==> config.mk <==
export PLATFORM = sky130hd
export DESIGN_NAME = tlbma_core
export DESIGN_NICKNAME = d
export VERILOG_FILES = /design/src/tlbma_pkg.sv /design/src/tlbma_group_addr.sv /design/src/tlbma_core.sv
export SDC_FILE = /design/constraint.sdc
export NUM_CORES = 1
export LEC_CHECK = 0
export BUFFER_PORTS_ARGS = -buffer_cell sky130_fd_sc_hd__buf_2
export CORE_ASPECT_RATIO = 1.5
export CORE_UTILIZATION = 50
export CTS_CLUSTER_SIZE = 30
export DETAILED_ROUTE_END_ITERATION = 6
export PLACE_DENSITY_LB_ADDON = 0.2
export SLEW_MARGIN = 30
export SYNTH_ARGS = -nofsm -noshare
export SYNTH_HDL_FRONTEND = slang
export SYNTH_HIERARCHICAL = 1
export SYNTH_SLANG_ARGS = --single-unit
export TNS_END_PERCENT = 5
==> constraint.sdc <==
create_clock -name clk_sys_i -period 2.29 [get_ports clk_sys_i]
set_input_delay 0.3435 -clock clk_sys_i [delete_from_list [all_inputs] [get_ports clk_sys_i]]
set_output_delay 0.3435 -clock clk_sys_i [all_outputs]
set_load 0.02 [all_outputs]
==> src/tlbma_pkg.sv <==
// Purpose: Shared constants, field positions and carriers for the translation miss assist.
// Assumes: Register bit positions are little-endian indices; architectural bit b maps to index 31-b.
// Notes: Overview list follows.
// Overview of operation
// - Fetch buffer miss vectors to 0x1000
// - Load operand buffer miss vectors to 0x1100
// - Store miss or clean-hit store vectors 0x1200
// - Capture full 32-bit effective address on miss
// - Operand miss address always big-endian form
// - Miss address registers ignore software writes
// - Build match word from segment and address
// - Match valid bit set, segment identifier copied
// - Match hash bit cleared, top six page index bits copied
// - Compute primary and secondary group addresses
// - Group address: origin, hashed bits, zero low
// - Entry-write loads match and second word
// - Second word field layout, reserved reads zero
// - Miss sets scratch bank select bit
// - Trap return restores state, clears scratch bank
// - Save condition field zero in bits 0-3
// - Saved bit 13 marks fetch miss
// - Saved bit 15 marks load data miss
// - Saved bit 14 holds replacement way
// - Saved bit 12 holds selected protection key
// - User access to assist registers traps
// - Every exception clears both translation enables
package tlbma_pkg;

    localparam logic [15:0] TLBMA_VEC_FETCH = 16'h1000;
    localparam logic [15:0] TLBMA_VEC_LOAD  = 16'h1100;
    localparam logic [15:0] TLBMA_VEC_STORE = 16'h1200;

    // Saved-state word fields (architectural bits 0-3, 12, 13, 14, 15)
    localparam int TLBMA_SAV_COND_HI = 31;
    localparam int TLBMA_SAV_COND_LO = 28;
    localparam int TLBMA_SAV_KEY     = 19;
    localparam int TLBMA_SAV_FETCH   = 18;
    localparam int TLBMA_SAV_WAY     = 17;
    localparam int TLBMA_SAV_LOAD    = 16;

    // Machine state word fields
    localparam int TLBMA_MSW_SCRATCH = 17;
    localparam int TLBMA_MSW_USER    = 14;
    localparam int TLBMA_MSW_FXLATE  = 5;
    localparam int TLBMA_MSW_OXLATE  = 4;

    // Match word fields
    localparam int TLBMA_MW_VALID = 31;
    localparam int TLBMA_MW_SEG_HI = 30;
    localparam int TLBMA_MW_SEG_LO = 7;
    localparam int TLBMA_MW_HASH  = 6;
    localparam int TLBMA_EA_SPI_HI = 27;
    localparam int TLBMA_EA_SPI_LO = 22;

    // Page index and entry index within the effective address
    localparam int TLBMA_EA_PI_HI  = 27;
    localparam int TLBMA_EA_PI_LO  = 12;
    localparam int TLBMA_EA_IDX_HI = 16;
    localparam int TLBMA_EA_IDX_LO = 12;

    // Second word: page number 0-19, referenced 23, changed 24, attributes 25-28, protection 30-31
    localparam logic [31:0] TLBMA_SW_MASK = 32'hfffff1fb;
    localparam int TLBMA_SW_CHANGED = 7;

    localparam logic [31:0] TLBMA_RESET_WORD = 32'h00000000;
    localparam logic [2:0]  TLBMA_MUNGE_BYTE = 3'h7;
    localparam logic [2:0]  TLBMA_MUNGE_HALF = 3'h6;
    localparam logic [2:0]  TLBMA_MUNGE_WORD = 3'h4;
    localparam logic [2:0]  TLBMA_MUNGE_DBL  = 3'h0;

    typedef enum logic [1:0] {
        TLBMA_SIZE_BYTE = 2'b00,
        TLBMA_SIZE_HALF = 2'b01,
        TLBMA_SIZE_WORD = 2'b10,
        TLBMA_SIZE_DBL  = 2'b11
    } tlbma_size_t;

    typedef enum logic [3:0] {
        TLBMA_SEL_OP_MISS  = 4'h0,
        TLBMA_SEL_FE_MISS  = 4'h1,
        TLBMA_SEL_OP_MATCH = 4'h2,
        TLBMA_SEL_FE_MATCH = 4'h3,
        TLBMA_SEL_GROUP1   = 4'h4,
        TLBMA_SEL_GROUP2   = 4'h5,
        TLBMA_SEL_SECOND   = 4'h6,
        TLBMA_SEL_SAVED    = 4'h7
    } tlbma_sel_t;

    typedef struct packed {
        logic        fetch_miss;
        logic        load_miss;
        logic        store_miss;
        logic        store_hit;
        logic        hit_changed;
        logic        le_mode;
        tlbma_size_t size;
        logic [31:0] ea;
    } tlbma_miss_t;

    typedef struct packed {
        logic [23:0] segment_identifier;
        logic        supervisor_key;
        logic        user_key;
    } tlbma_seg_t;

    typedef struct packed {
        logic        valid;
        logic        write;
        tlbma_sel_t  sel;
        logic [31:0] wdata;
    } tlbma_spr_req_t;

    typedef struct packed {
        logic        valid;
        logic        fetch;
        logic [31:0] ea;
    } tlbma_entry_req_t;

    typedef struct packed {
        logic        valid;
        logic        fetch;
        logic        way;
        logic [4:0]  index;
        logic [31:0] word0;
        logic [31:0] word1;
    } tlbma_tlb_wr_t;

endpackage : tlbma_pkg

==> src/tlbma_group_addr.sv <==
// Purpose: Page-table-group address from one hash of the miss address.
// Assumes: Table base word holds origin in its upper half and mask in its low nine bits.
// Notes: Purely combinational; instantiated once per hash.
`timescale 1ns/1ps
module tlbma_group_addr
    import tlbma_pkg::*;
#(
    parameter bit SECONDARY = 1'b0
) (
    input  wire logic [23:0] segment_identifier_i,
    input  wire logic [31:0] ea_i,
    input  wire logic [31:0] table_base_word_i,
    output logic      [31:0] group_addr_o
);

    logic [18:0] primary;
    logic [18:0] hash;

    // Page index is 16 bits, so the top three hash bits come from the segment alone
    assign primary = segment_identifier_i[18:0] ^ {3'h0, ea_i[TLBMA_EA_PI_HI:TLBMA_EA_PI_LO]};
    assign hash    = SECONDARY ? ~primary : primary;

    assign group_addr_o = {table_base_word_i[31:25],
                           table_base_word_i[24:16] | (hash[18:10] & table_base_word_i[8:0]),
                           hash[9:0],
                           6'h00};

endmodule : tlbma_group_addr

==> src/tlbma_core.sv <==
// Purpose: Translation miss assist: capture, match word, group addresses, saved state, entry writes.
// Assumes: Miss, register access, entry-write, trap-return and exception inputs are single-cycle pulses.
// Notes: All outputs are registered; a miss in the same cycle as a software write wins.
`timescale 1ns/1ps
module tlbma_core
    import tlbma_pkg::*;
(
    input  wire logic             clk_sys_i,
    input  wire logic             resetn_i,
    input  wire tlbma_miss_t      miss_i,
    input  wire tlbma_seg_t       seg_i,
    input  wire logic [3:0]       cond_field_zero_i,
    input  wire logic             lru_way_i,
    input  wire logic [31:0]      table_base_word_i,
    input  wire logic             exc_other_i,
    input  wire logic             rfi_i,
    input  wire logic             msw_wr_i,
    input  wire logic [31:0]      msw_wdata_i,
    input  wire tlbma_spr_req_t   spr_i,
    input  wire tlbma_entry_req_t entry_i,
    output logic                  exc_take_o,
    output logic [15:0]           exc_vector_o,
    output logic                  priv_exc_o,
    output logic                  spr_ack_o,
    output logic [31:0]           spr_rdata_o,
    output tlbma_tlb_wr_t         tlb_wr_o,
    output logic [31:0]           machine_state_word_o,
    output logic                  scratch_bank_select_o
);

    typedef struct packed {
        logic [31:0]   operand_miss_address;
        logic [31:0]   fetch_miss_address;
        logic [31:0]   operand_match_word;
        logic [31:0]   fetch_match_word;
        logic [31:0]   first_group_addr;
        logic [31:0]   second_group_addr;
        logic [31:0]   second_word;
        logic [31:0]   saved_state_word;
        logic [31:0]   machine_state_word;
        logic          exc_take;
        logic [15:0]   exc_vector;
        logic          priv_exc;
        logic          spr_ack;
        logic [31:0]   spr_rdata;
        tlbma_tlb_wr_t tlb_wr;
    } tlbma_state_t;

    tlbma_state_t state;
    tlbma_state_t next_state;

    logic        take_fetch;
    logic        take_load;
    logic        take_store;
    logic        take_any;
    logic        user_level;
    logic [2:0]  munge;
    logic [31:0] ea_be;
    logic [31:0] match_word;
    logic [31:0] group1;
    logic [31:0] group2;

    // One hash result per group address; both come from the address as captured
    tlbma_group_addr #(
        .SECONDARY (1'b0)
    ) u_group1 (
        .segment_identifier_i (seg_i.segment_identifier),
        .ea_i                 (ea_be),
        .table_base_word_i    (table_base_word_i),
        .group_addr_o         (group1)
    );

    tlbma_group_addr #(
        .SECONDARY (1'b1)
    ) u_group2 (
        .segment_identifier_i (seg_i.segment_identifier),
        .ea_i                 (ea_be),
        .table_base_word_i    (table_base_word_i),
        .group_addr_o         (group2)
    );

    // Register read mux; codes outside the map read as zero
    function automatic logic [31:0] read_reg(input tlbma_state_t s, input tlbma_sel_t sel);
        logic [31:0] v;
        v = TLBMA_RESET_WORD;
        case (sel)
            TLBMA_SEL_OP_MISS:  v = s.operand_miss_address;
            TLBMA_SEL_FE_MISS:  v = s.fetch_miss_address;
            TLBMA_SEL_OP_MATCH: v = s.operand_match_word;
            TLBMA_SEL_FE_MATCH: v = s.fetch_match_word;
            TLBMA_SEL_GROUP1:   v = s.first_group_addr;
            TLBMA_SEL_GROUP2:   v = s.second_group_addr;
            TLBMA_SEL_SECOND:   v = s.second_word;
            TLBMA_SEL_SAVED:    v = s.saved_state_word;
            default:            v = TLBMA_RESET_WORD;
        endcase
        return v;
    endfunction : read_reg

    // A fetch miss ranks above a data miss if both arrive together
    always_comb begin
        take_fetch = miss_i.fetch_miss;
        take_load  = miss_i.load_miss & ~take_fetch;
        take_store = (miss_i.store_miss | (miss_i.store_hit & ~miss_i.hit_changed))
                     & ~take_fetch & ~miss_i.load_miss;
        take_any   = take_fetch | take_load | take_store;
        user_level = state.machine_state_word[TLBMA_MSW_USER];
    end

    // Little-endian mode munges the low address bits; undo that for data accesses
    always_comb begin
        unique case (miss_i.size)
            TLBMA_SIZE_BYTE: munge = TLBMA_MUNGE_BYTE;
            TLBMA_SIZE_HALF: munge = TLBMA_MUNGE_HALF;
            TLBMA_SIZE_WORD: munge = TLBMA_MUNGE_WORD;
            TLBMA_SIZE_DBL:  munge = TLBMA_MUNGE_DBL;
        endcase
        ea_be = miss_i.ea;
        if (!take_fetch && miss_i.le_mode) begin
            ea_be[2:0] = miss_i.ea[2:0] ^ munge;
        end
    end

    always_comb begin
        match_word                                = TLBMA_RESET_WORD;
        match_word[TLBMA_MW_VALID]                = 1'b1;
        match_word[TLBMA_MW_SEG_HI:TLBMA_MW_SEG_LO] = seg_i.segment_identifier;
        match_word[TLBMA_MW_HASH]                 = 1'b0;
        match_word[5:0] = ea_be[TLBMA_EA_SPI_HI:TLBMA_EA_SPI_LO];
    end

    always_comb begin
        next_state             = state;
        next_state.exc_take    = 1'b0;
        next_state.priv_exc    = 1'b0;
        next_state.spr_ack     = 1'b0;
        next_state.tlb_wr.valid = 1'b0;

        // Register access: answered one cycle later, or trapped at user level
        if (spr_i.valid) begin
            next_state.spr_ack = 1'b1;
            if (user_level) begin
                next_state.priv_exc  = 1'b1;
                next_state.spr_rdata = TLBMA_RESET_WORD;
            end else begin
                next_state.spr_rdata = spr_i.write ? TLBMA_RESET_WORD : read_reg(state, spr_i.sel);
                if (spr_i.write) begin
                    // Miss, match and group registers keep their value under writes
                    if (spr_i.sel == TLBMA_SEL_SECOND) begin
                        next_state.second_word = spr_i.wdata & TLBMA_SW_MASK;
                    end else if (spr_i.sel == TLBMA_SEL_SAVED) begin
                        next_state.saved_state_word = spr_i.wdata;
                    end
                end
            end
        end

        // Entry write takes the way bit as it stands now, so software may override it
        if (entry_i.valid) begin
            if (user_level) begin
                next_state.priv_exc = 1'b1;
            end else begin
                next_state.tlb_wr.valid = 1'b1;
                next_state.tlb_wr.fetch = entry_i.fetch;
                next_state.tlb_wr.way   = state.saved_state_word[TLBMA_SAV_WAY];
                next_state.tlb_wr.index = entry_i.ea[TLBMA_EA_IDX_HI:TLBMA_EA_IDX_LO];
                next_state.tlb_wr.word0 = entry_i.fetch ? state.fetch_match_word
                                                        : state.operand_match_word;
                next_state.tlb_wr.word1 = state.second_word;
            end
        end

        if (msw_wr_i) begin
            next_state.machine_state_word = msw_wdata_i;
        end

        // Saved word bits 12-15 overlap live state bits, so only the low half is restored
        if (rfi_i) begin
            next_state.machine_state_word[15:0] = state.saved_state_word[15:0];
            next_state.machine_state_word[TLBMA_MSW_SCRATCH] = 1'b0;
        end

        if (exc_other_i) begin
            next_state.saved_state_word[15:0] = state.machine_state_word[15:0];
            next_state.machine_state_word[TLBMA_MSW_FXLATE] = 1'b0;
            next_state.machine_state_word[TLBMA_MSW_OXLATE] = 1'b0;
        end

        // Miss last: its captures win over any software write in the same cycle
        if (take_any) begin
            next_state.exc_take = 1'b1;
            if (take_fetch) begin
                next_state.exc_vector         = TLBMA_VEC_FETCH;
                next_state.fetch_miss_address = ea_be;
                next_state.fetch_match_word   = match_word;
            end else begin
                next_state.exc_vector           = take_load ? TLBMA_VEC_LOAD : TLBMA_VEC_STORE;
                next_state.operand_miss_address = ea_be;
                next_state.operand_match_word   = match_word;
            end
            next_state.first_group_addr  = group1;
            next_state.second_group_addr = group2;

            next_state.saved_state_word[15:0] = state.machine_state_word[15:0];
            next_state.saved_state_word[TLBMA_SAV_COND_HI:TLBMA_SAV_COND_LO] = cond_field_zero_i;
            next_state.saved_state_word[27:20] = 8'h00;
            next_state.saved_state_word[TLBMA_SAV_KEY] = user_level ? seg_i.user_key
                                                                    : seg_i.supervisor_key;
            next_state.saved_state_word[TLBMA_SAV_FETCH] = take_fetch;
            next_state.saved_state_word[TLBMA_SAV_WAY]   = lru_way_i;
            next_state.saved_state_word[TLBMA_SAV_LOAD]  = take_load;

            next_state.machine_state_word[TLBMA_MSW_SCRATCH] = 1'b1;
            next_state.machine_state_word[TLBMA_MSW_FXLATE]  = 1'b0;
            next_state.machine_state_word[TLBMA_MSW_OXLATE]  = 1'b0;
        end
    end

    always_ff @(posedge clk_sys_i or negedge resetn_i) begin
        if (!resetn_i) begin
            state <= '0;
        end else begin
            state <= next_state;
        end
    end

    assign exc_take_o            = state.exc_take;
    assign exc_vector_o          = state.exc_vector;
    assign priv_exc_o            = state.priv_exc;
    assign spr_ack_o             = state.spr_ack;
    assign spr_rdata_o           = state.spr_rdata;
    assign tlb_wr_o              = state.tlb_wr;
    assign machine_state_word_o  = state.machine_state_word;
    assign scratch_bank_select_o = state.machine_state_word[TLBMA_MSW_SCRATCH];

endmodule : tlbma_core

## Yosys cells after proc, flatten, opt, wreduce, memory -nomap -nowiden

Index checks and enable logic that the tools add are counted.

| storage, ports and cells | value |
|---|---|
| register bits after elaboration | 389 |
| word-level logic and storage cells | 104 |

| operators by class | value |
|---|---|
| eq/ne operators | 14 |
| mux-type cells | 29 |
| bitwise gates (word level) | 18 |
| reduce and logical (&&, ||, !) cells | 19 |

Operators by type and width:

| cell | number |
|---|---|
| 32-bit two-way mux | 9 |
| 32-bit one-hot mux with 8 select lines | 1 |
| 72-bit two-way mux | 2 |
| 34-bit two-way mux | 1 |
| 16-bit two-way mux | 2 |
| 10-bit two-way mux | 2 |
| 19-bit NOT | 1 |
| 19-bit by 16-bit XOR with 19-bit output | 1 |
| 9-bit AND | 2 |
| 18-bit two-way mux | 1 |
| 9-bit bitwise OR | 2 |
| 17-bit two-way mux | 1 |
| 4-bit by 3-bit equality test with 1-bit output, second input constant | 4 |
| 3-bit one-hot mux with 4 select lines | 1 |
| 3-bit nonzero test | 4 |
| 5-bit AND reduction | 2 |
| 4-bit by 2-bit equality test with 1-bit output, second input constant | 2 |
| 2-bit nonzero test | 4 |
| 1-bit two-way mux | 6 |
| 2-bit AND reduction | 3 |
| 1-bit AND | 4 |
| 2-bit equality test, second input constant | 2 |
| 4-bit by 1-bit equality test with 1-bit output, second input constant | 1 |
| 4-bit logical NOT | 1 |
| other kinds (15) | 21 |

## Logic depth before layout (Yosys ltp)

| logic depth | value |
|---|---|
| depth after elaboration | 8 |
| depth in mapped cells | 8 |
| gate-level depth less buffers | 5 |

## Cells and area by module

The synthesis kept the hierarchy.

By module, submodules not included:

| module | times used | cells each | area each (µm²) | sequential area each (µm²) |
|---|---|---|---|---|
| tlbma_core | 1 | 1660 | 17606.9 | 9384.0 |
| tlbma_group_addr at u_group2 | 1 | 42 | 320.3 | 0.0 |
| tlbma_group_addr at u_group1 | 1 | 39 | 309.0 | 0.0 |

## Least setup slack after synthesis

Ideal clock, no wire load.

| path | value |
|---|---|
| path kind | input -> register |
| start point | in miss_i[35] in the netlist's numbering |
| end point | reg state[392] in the netlist's numbering |
| library setup time | 0.125 ns |
| data arrival time | 1.572 ns |
| required time | 2.165 ns |
| slack | 0.593 ns |
| cell stages on the path | 5 |
| path through | and2b_1 > o31ai_2 > buf_2 > buf_4 > mux2_2 |

| between the ends | value |
|---|---|
| word-level cells in the longest chain between the ends | 7 |

Ends and longest elaborated chain:

| what | RTL line | RTL |
|---|---|---|
| from (decl) | tlbma_core.sv:10 | `input wire tlbma_miss_t miss_i,` |
| 1-bit NOT | tlbma_core.sv:104 | `take_store = (miss_i.store_miss \| (miss_i.store_hit & ~miss_i.hit_changed))` |
| 1-bit AND | tlbma_core.sv:104 |  |
| 1-bit bitwise OR | tlbma_core.sv:104 |  |
| 1-bit AND (2 in series) | tlbma_core.sv:105 | `& ~take_fetch & ~miss_i.load_miss;` |
| 1-bit bitwise OR | tlbma_core.sv:106 | `take_any = take_fetch \| take_load \| take_store;` |
| 2-bit AND reduction (no line) | n/a |  |
| to (signal assigned) | tlbma_core.sv:223 | `state <= next_state;` |
| to (decl) | tlbma_core.sv:49 | `tlbma_state_t state;` |

Every way passes these cells.
A chain may end at the register's enable or synchronous reset.

## Final worst setup path

| path | value |
|---|---|
| start point | reg state (netlist bit machine_state_word_o[14]) |
| end point | out machine_state_word_o[14] |

RTL lines:

| what | RTL line | RTL |
|---|---|---|
| to (decl) | tlbma_core.sv:27 | `output logic [31:0] machine_state_word_o,` |

No word-level cell between the ends.

==> run metrics <==
setup TNS 0 ns; final worst-path cycle share 73.6%; Final Hold Fails 0; clock root cell clkbuf_16; initial antenna violation count 10; Initial DRT Pass Iterations 5; Final nets 2117; Fmax achieved 0.594 GHz; register bit total from synthesis 375; cells after synthesis 1741; clock tree sinks 375; library cells used by synthesis 48; Max VDD drop 0.525 mV; unrepaired setup endpoints after global routing no; row count 85; initial DRC count 762; Die Y 236 um; Post-Syn Area 18200 um^2; Die X 158 um; first-pass GRT wire length 76300 um; Initial Util 50.7%; Clk Latency, worst-skew pair 0.54 ns; Clock Pin Slew Worst Setup and Hold Paths 0.06 ns; Seq/Total Area, Yosys 51.5%; share of cells above drive strength 1 31.0%; GR Overflow Total 0; Post-Route WL 50300 um; Die ar. 37300 um^2; Post-CTS Setup Inserts 0; R2R setup slack 0.67 ns; met3 Track Usage GR 4.98%; Slew Limit Headroom 58.1%; synth-to-layout area growth 13.7%; Tot GR Track Use 27.5%; Worst EP required 1.95 ns; largest stage delay on the critical path 0.36 ns; slew at the pin with the worst max-slew slack 0.629 ns; Async S/R FF share, synth 100%; largest net degree at the start of global routing 98; commonest non-fill, non-tap cell in the layout nand2_1; Slew Viols, Final 0; status finished clean; number of synthesized flops with an enable pin 0; CP Launch Type register; grt met2 use 49.2%; worst min path class input pin to register; Setup-failing EPs final 0; Placed Instances 2338; syn avg cell area 10.5 um^2; max_cap viols 0; PwrDens 852 nW/um^2; critical path's slowest cell dfrtp_1; num ports 368; CTS tree built; Static Leak 10.3 nW; H-Tree Depth 2; vias in the first global route 12900; Max Fanout on Critical Path 9; Top Usage Layer GRT met2; routed vias 12700; ys flop type dfrtp_1; Core Area 35900 um^2; Port-buffer cells 315; Post-DRT Antenna Nets 0; cells along the critical path buf_4, buf_2; DR vias/cell 5.26; WL/cell 20.8 um; total clock buffers created by CTS 37; Fillers 3187; hpwl dp 36400 um; drt drc 0; CP Capture Type output port; GR Util met1 32.8%; fin crit period 1.68 ns; fin cells 2415; most frequent cells in the layout nand2_1, dfrtp_1, buf_2, mux2i_1, mux2_2; clk_skew 0.0198 ns; RePlAce Congestion 0.824; clock tree buffer depth 3; Yosys warnings 6; kind of critical path register to output port; crit path DAT 1.34 ns
## cells in the mapped netlist (all sizes together), types with 2 or more instances
| cell type | instances | area [um^2] |
|---|---|---|
| a21o | 18 | 135 |
| o22ai | 63 | 394 |
| nor2 | 27 | 101 |
| nor4b | 3 | 32.5 |
| a221oi | 4 | 35.0 |
| or3 | 3 | 18.8 |
| nor2b | 2 | 12.5 |
| or3b | 3 | 26.3 |
| mux2 | 160 | 1800 |
| nor3 | 3 | 26.3 |
| inv | 37 | 139 |
| clkbuf | 51 | 191 |
| nand2 | 402 | 1510 |
| conb | 3 | 11.3 |
| nand2b | 4 | 25.0 |
| or2 | 2 | 12.5 |
| dfrtp | 375 | 9380 |
| mux2i | 161 | 1610 |
| o21ai | 101 | 505 |
| xor2 | 18 | 158 |
| buf | 229 | 1600 |
| xnor2 | 17 | 149 |
| a21oi | 21 | 105 |
| a31oi | 18 | 113 |
## what timing repair did
item                                   CTS  global route
hold buffers                             6             0
resized for setup                        0             0
endpoints found under the hold margin   53             0
## critical path: cells and delay by family (launching register included)
family / cells / cell delay [ns]
buf+inv: 2 / 0.43
flops: 1 / 0.36
## metrics by stage
stage	worst slack (ns)	util [%]	cell area (um^2)	power [mW]	hold WS (ns)
6_report	0.606	57.7	20700	17.7	0.0274
5_1_grt	0.557	57.7	20700	18.4	0.0304
4_1_cts	0.588	57.6	20700	17.8	0.0125
3_5_place_dp	0.256	53.9	19400	11.3	0.327
3_3_place_gp	0.281	53.9	19400	11.2	0.326
2_1_floorplan	0.593	-	18300	10.4	0.0479
## worst paths after layout
check,from,end,cells after the start
min in group asynchronous,resetn_i,priv_exc_o$_DFF_PN0_,2
worst min register to register,state[226]$_DFFE_PN0P_,state[226]$_DFFE_PN0P_,2
worst max register to register,machine_state_word_o[14]$_DFFE_PN0P_,state[174]$_DFFE_PN0P_,5
worst min-delay path,table_base_word_i[27],state[246]$_DFFE_PN0P_,3
max in group asynchronous,resetn_i,state[303]$_DFFE_PN0P_,3
worst max-delay path,machine_state_word_o[14]$_DFFE_PN0P_,machine_state_word_o[14],2
## area by class of cell
class	count	area, um^2	share of cell area (%)
sequential	375	9380	45.3
multi-input combinational	1075	7050	34.0
timing repair buffer	378	2260	10.9
clock buffer	53	1090	5.25
tap	478	598	2.88
clock inverter	13	199	0.960
inverter	38	143	0.688
antenna	5	12.5	0.0604
## layer usage
metal	up-vias	part of all wire (%)
met1	6297	39
met4	4	2.6
li1	5972	-
met2	364	53
met5	-	0.048
met3	73	5.8
## where the power goes
| part | switching [mW] | internal [mW] | total (mW) |
|---|---|---|---|
| Clock | 2.60 | 3.88 | 6.48 |
| Sequential | 0.530 | 7.46 | 7.99 |
| Combinational | 1.93 | 1.25 | 3.18 |
## cells by family (layout without fill, tap and decap cells)
kind of cell           count (synthesis)  after routing  share of synthesized area (%)
AO/OA/AOI/OAI                        230            230                           7.31
other                                  3             35                         0.0617
multiplexers                         321            321                           18.7
XOR/XNOR                              35             35                           1.68
AND/OR/NAND/NOR                      459            459                           10.1
buffers and inverters                318            482                           10.6
flip-flops                           375            375                           51.5
## registers in the layout, summed over array words and instances (netlist names)
signal and flops:
exc_take_o 1, tlb_wr_o 67, priv_exc_o 1, machine_state_word_o 32, exc_vector_o 3, spr_ack_o 1
state 238, spr_rdata_o 32
(Power assumes the default switching activity.)
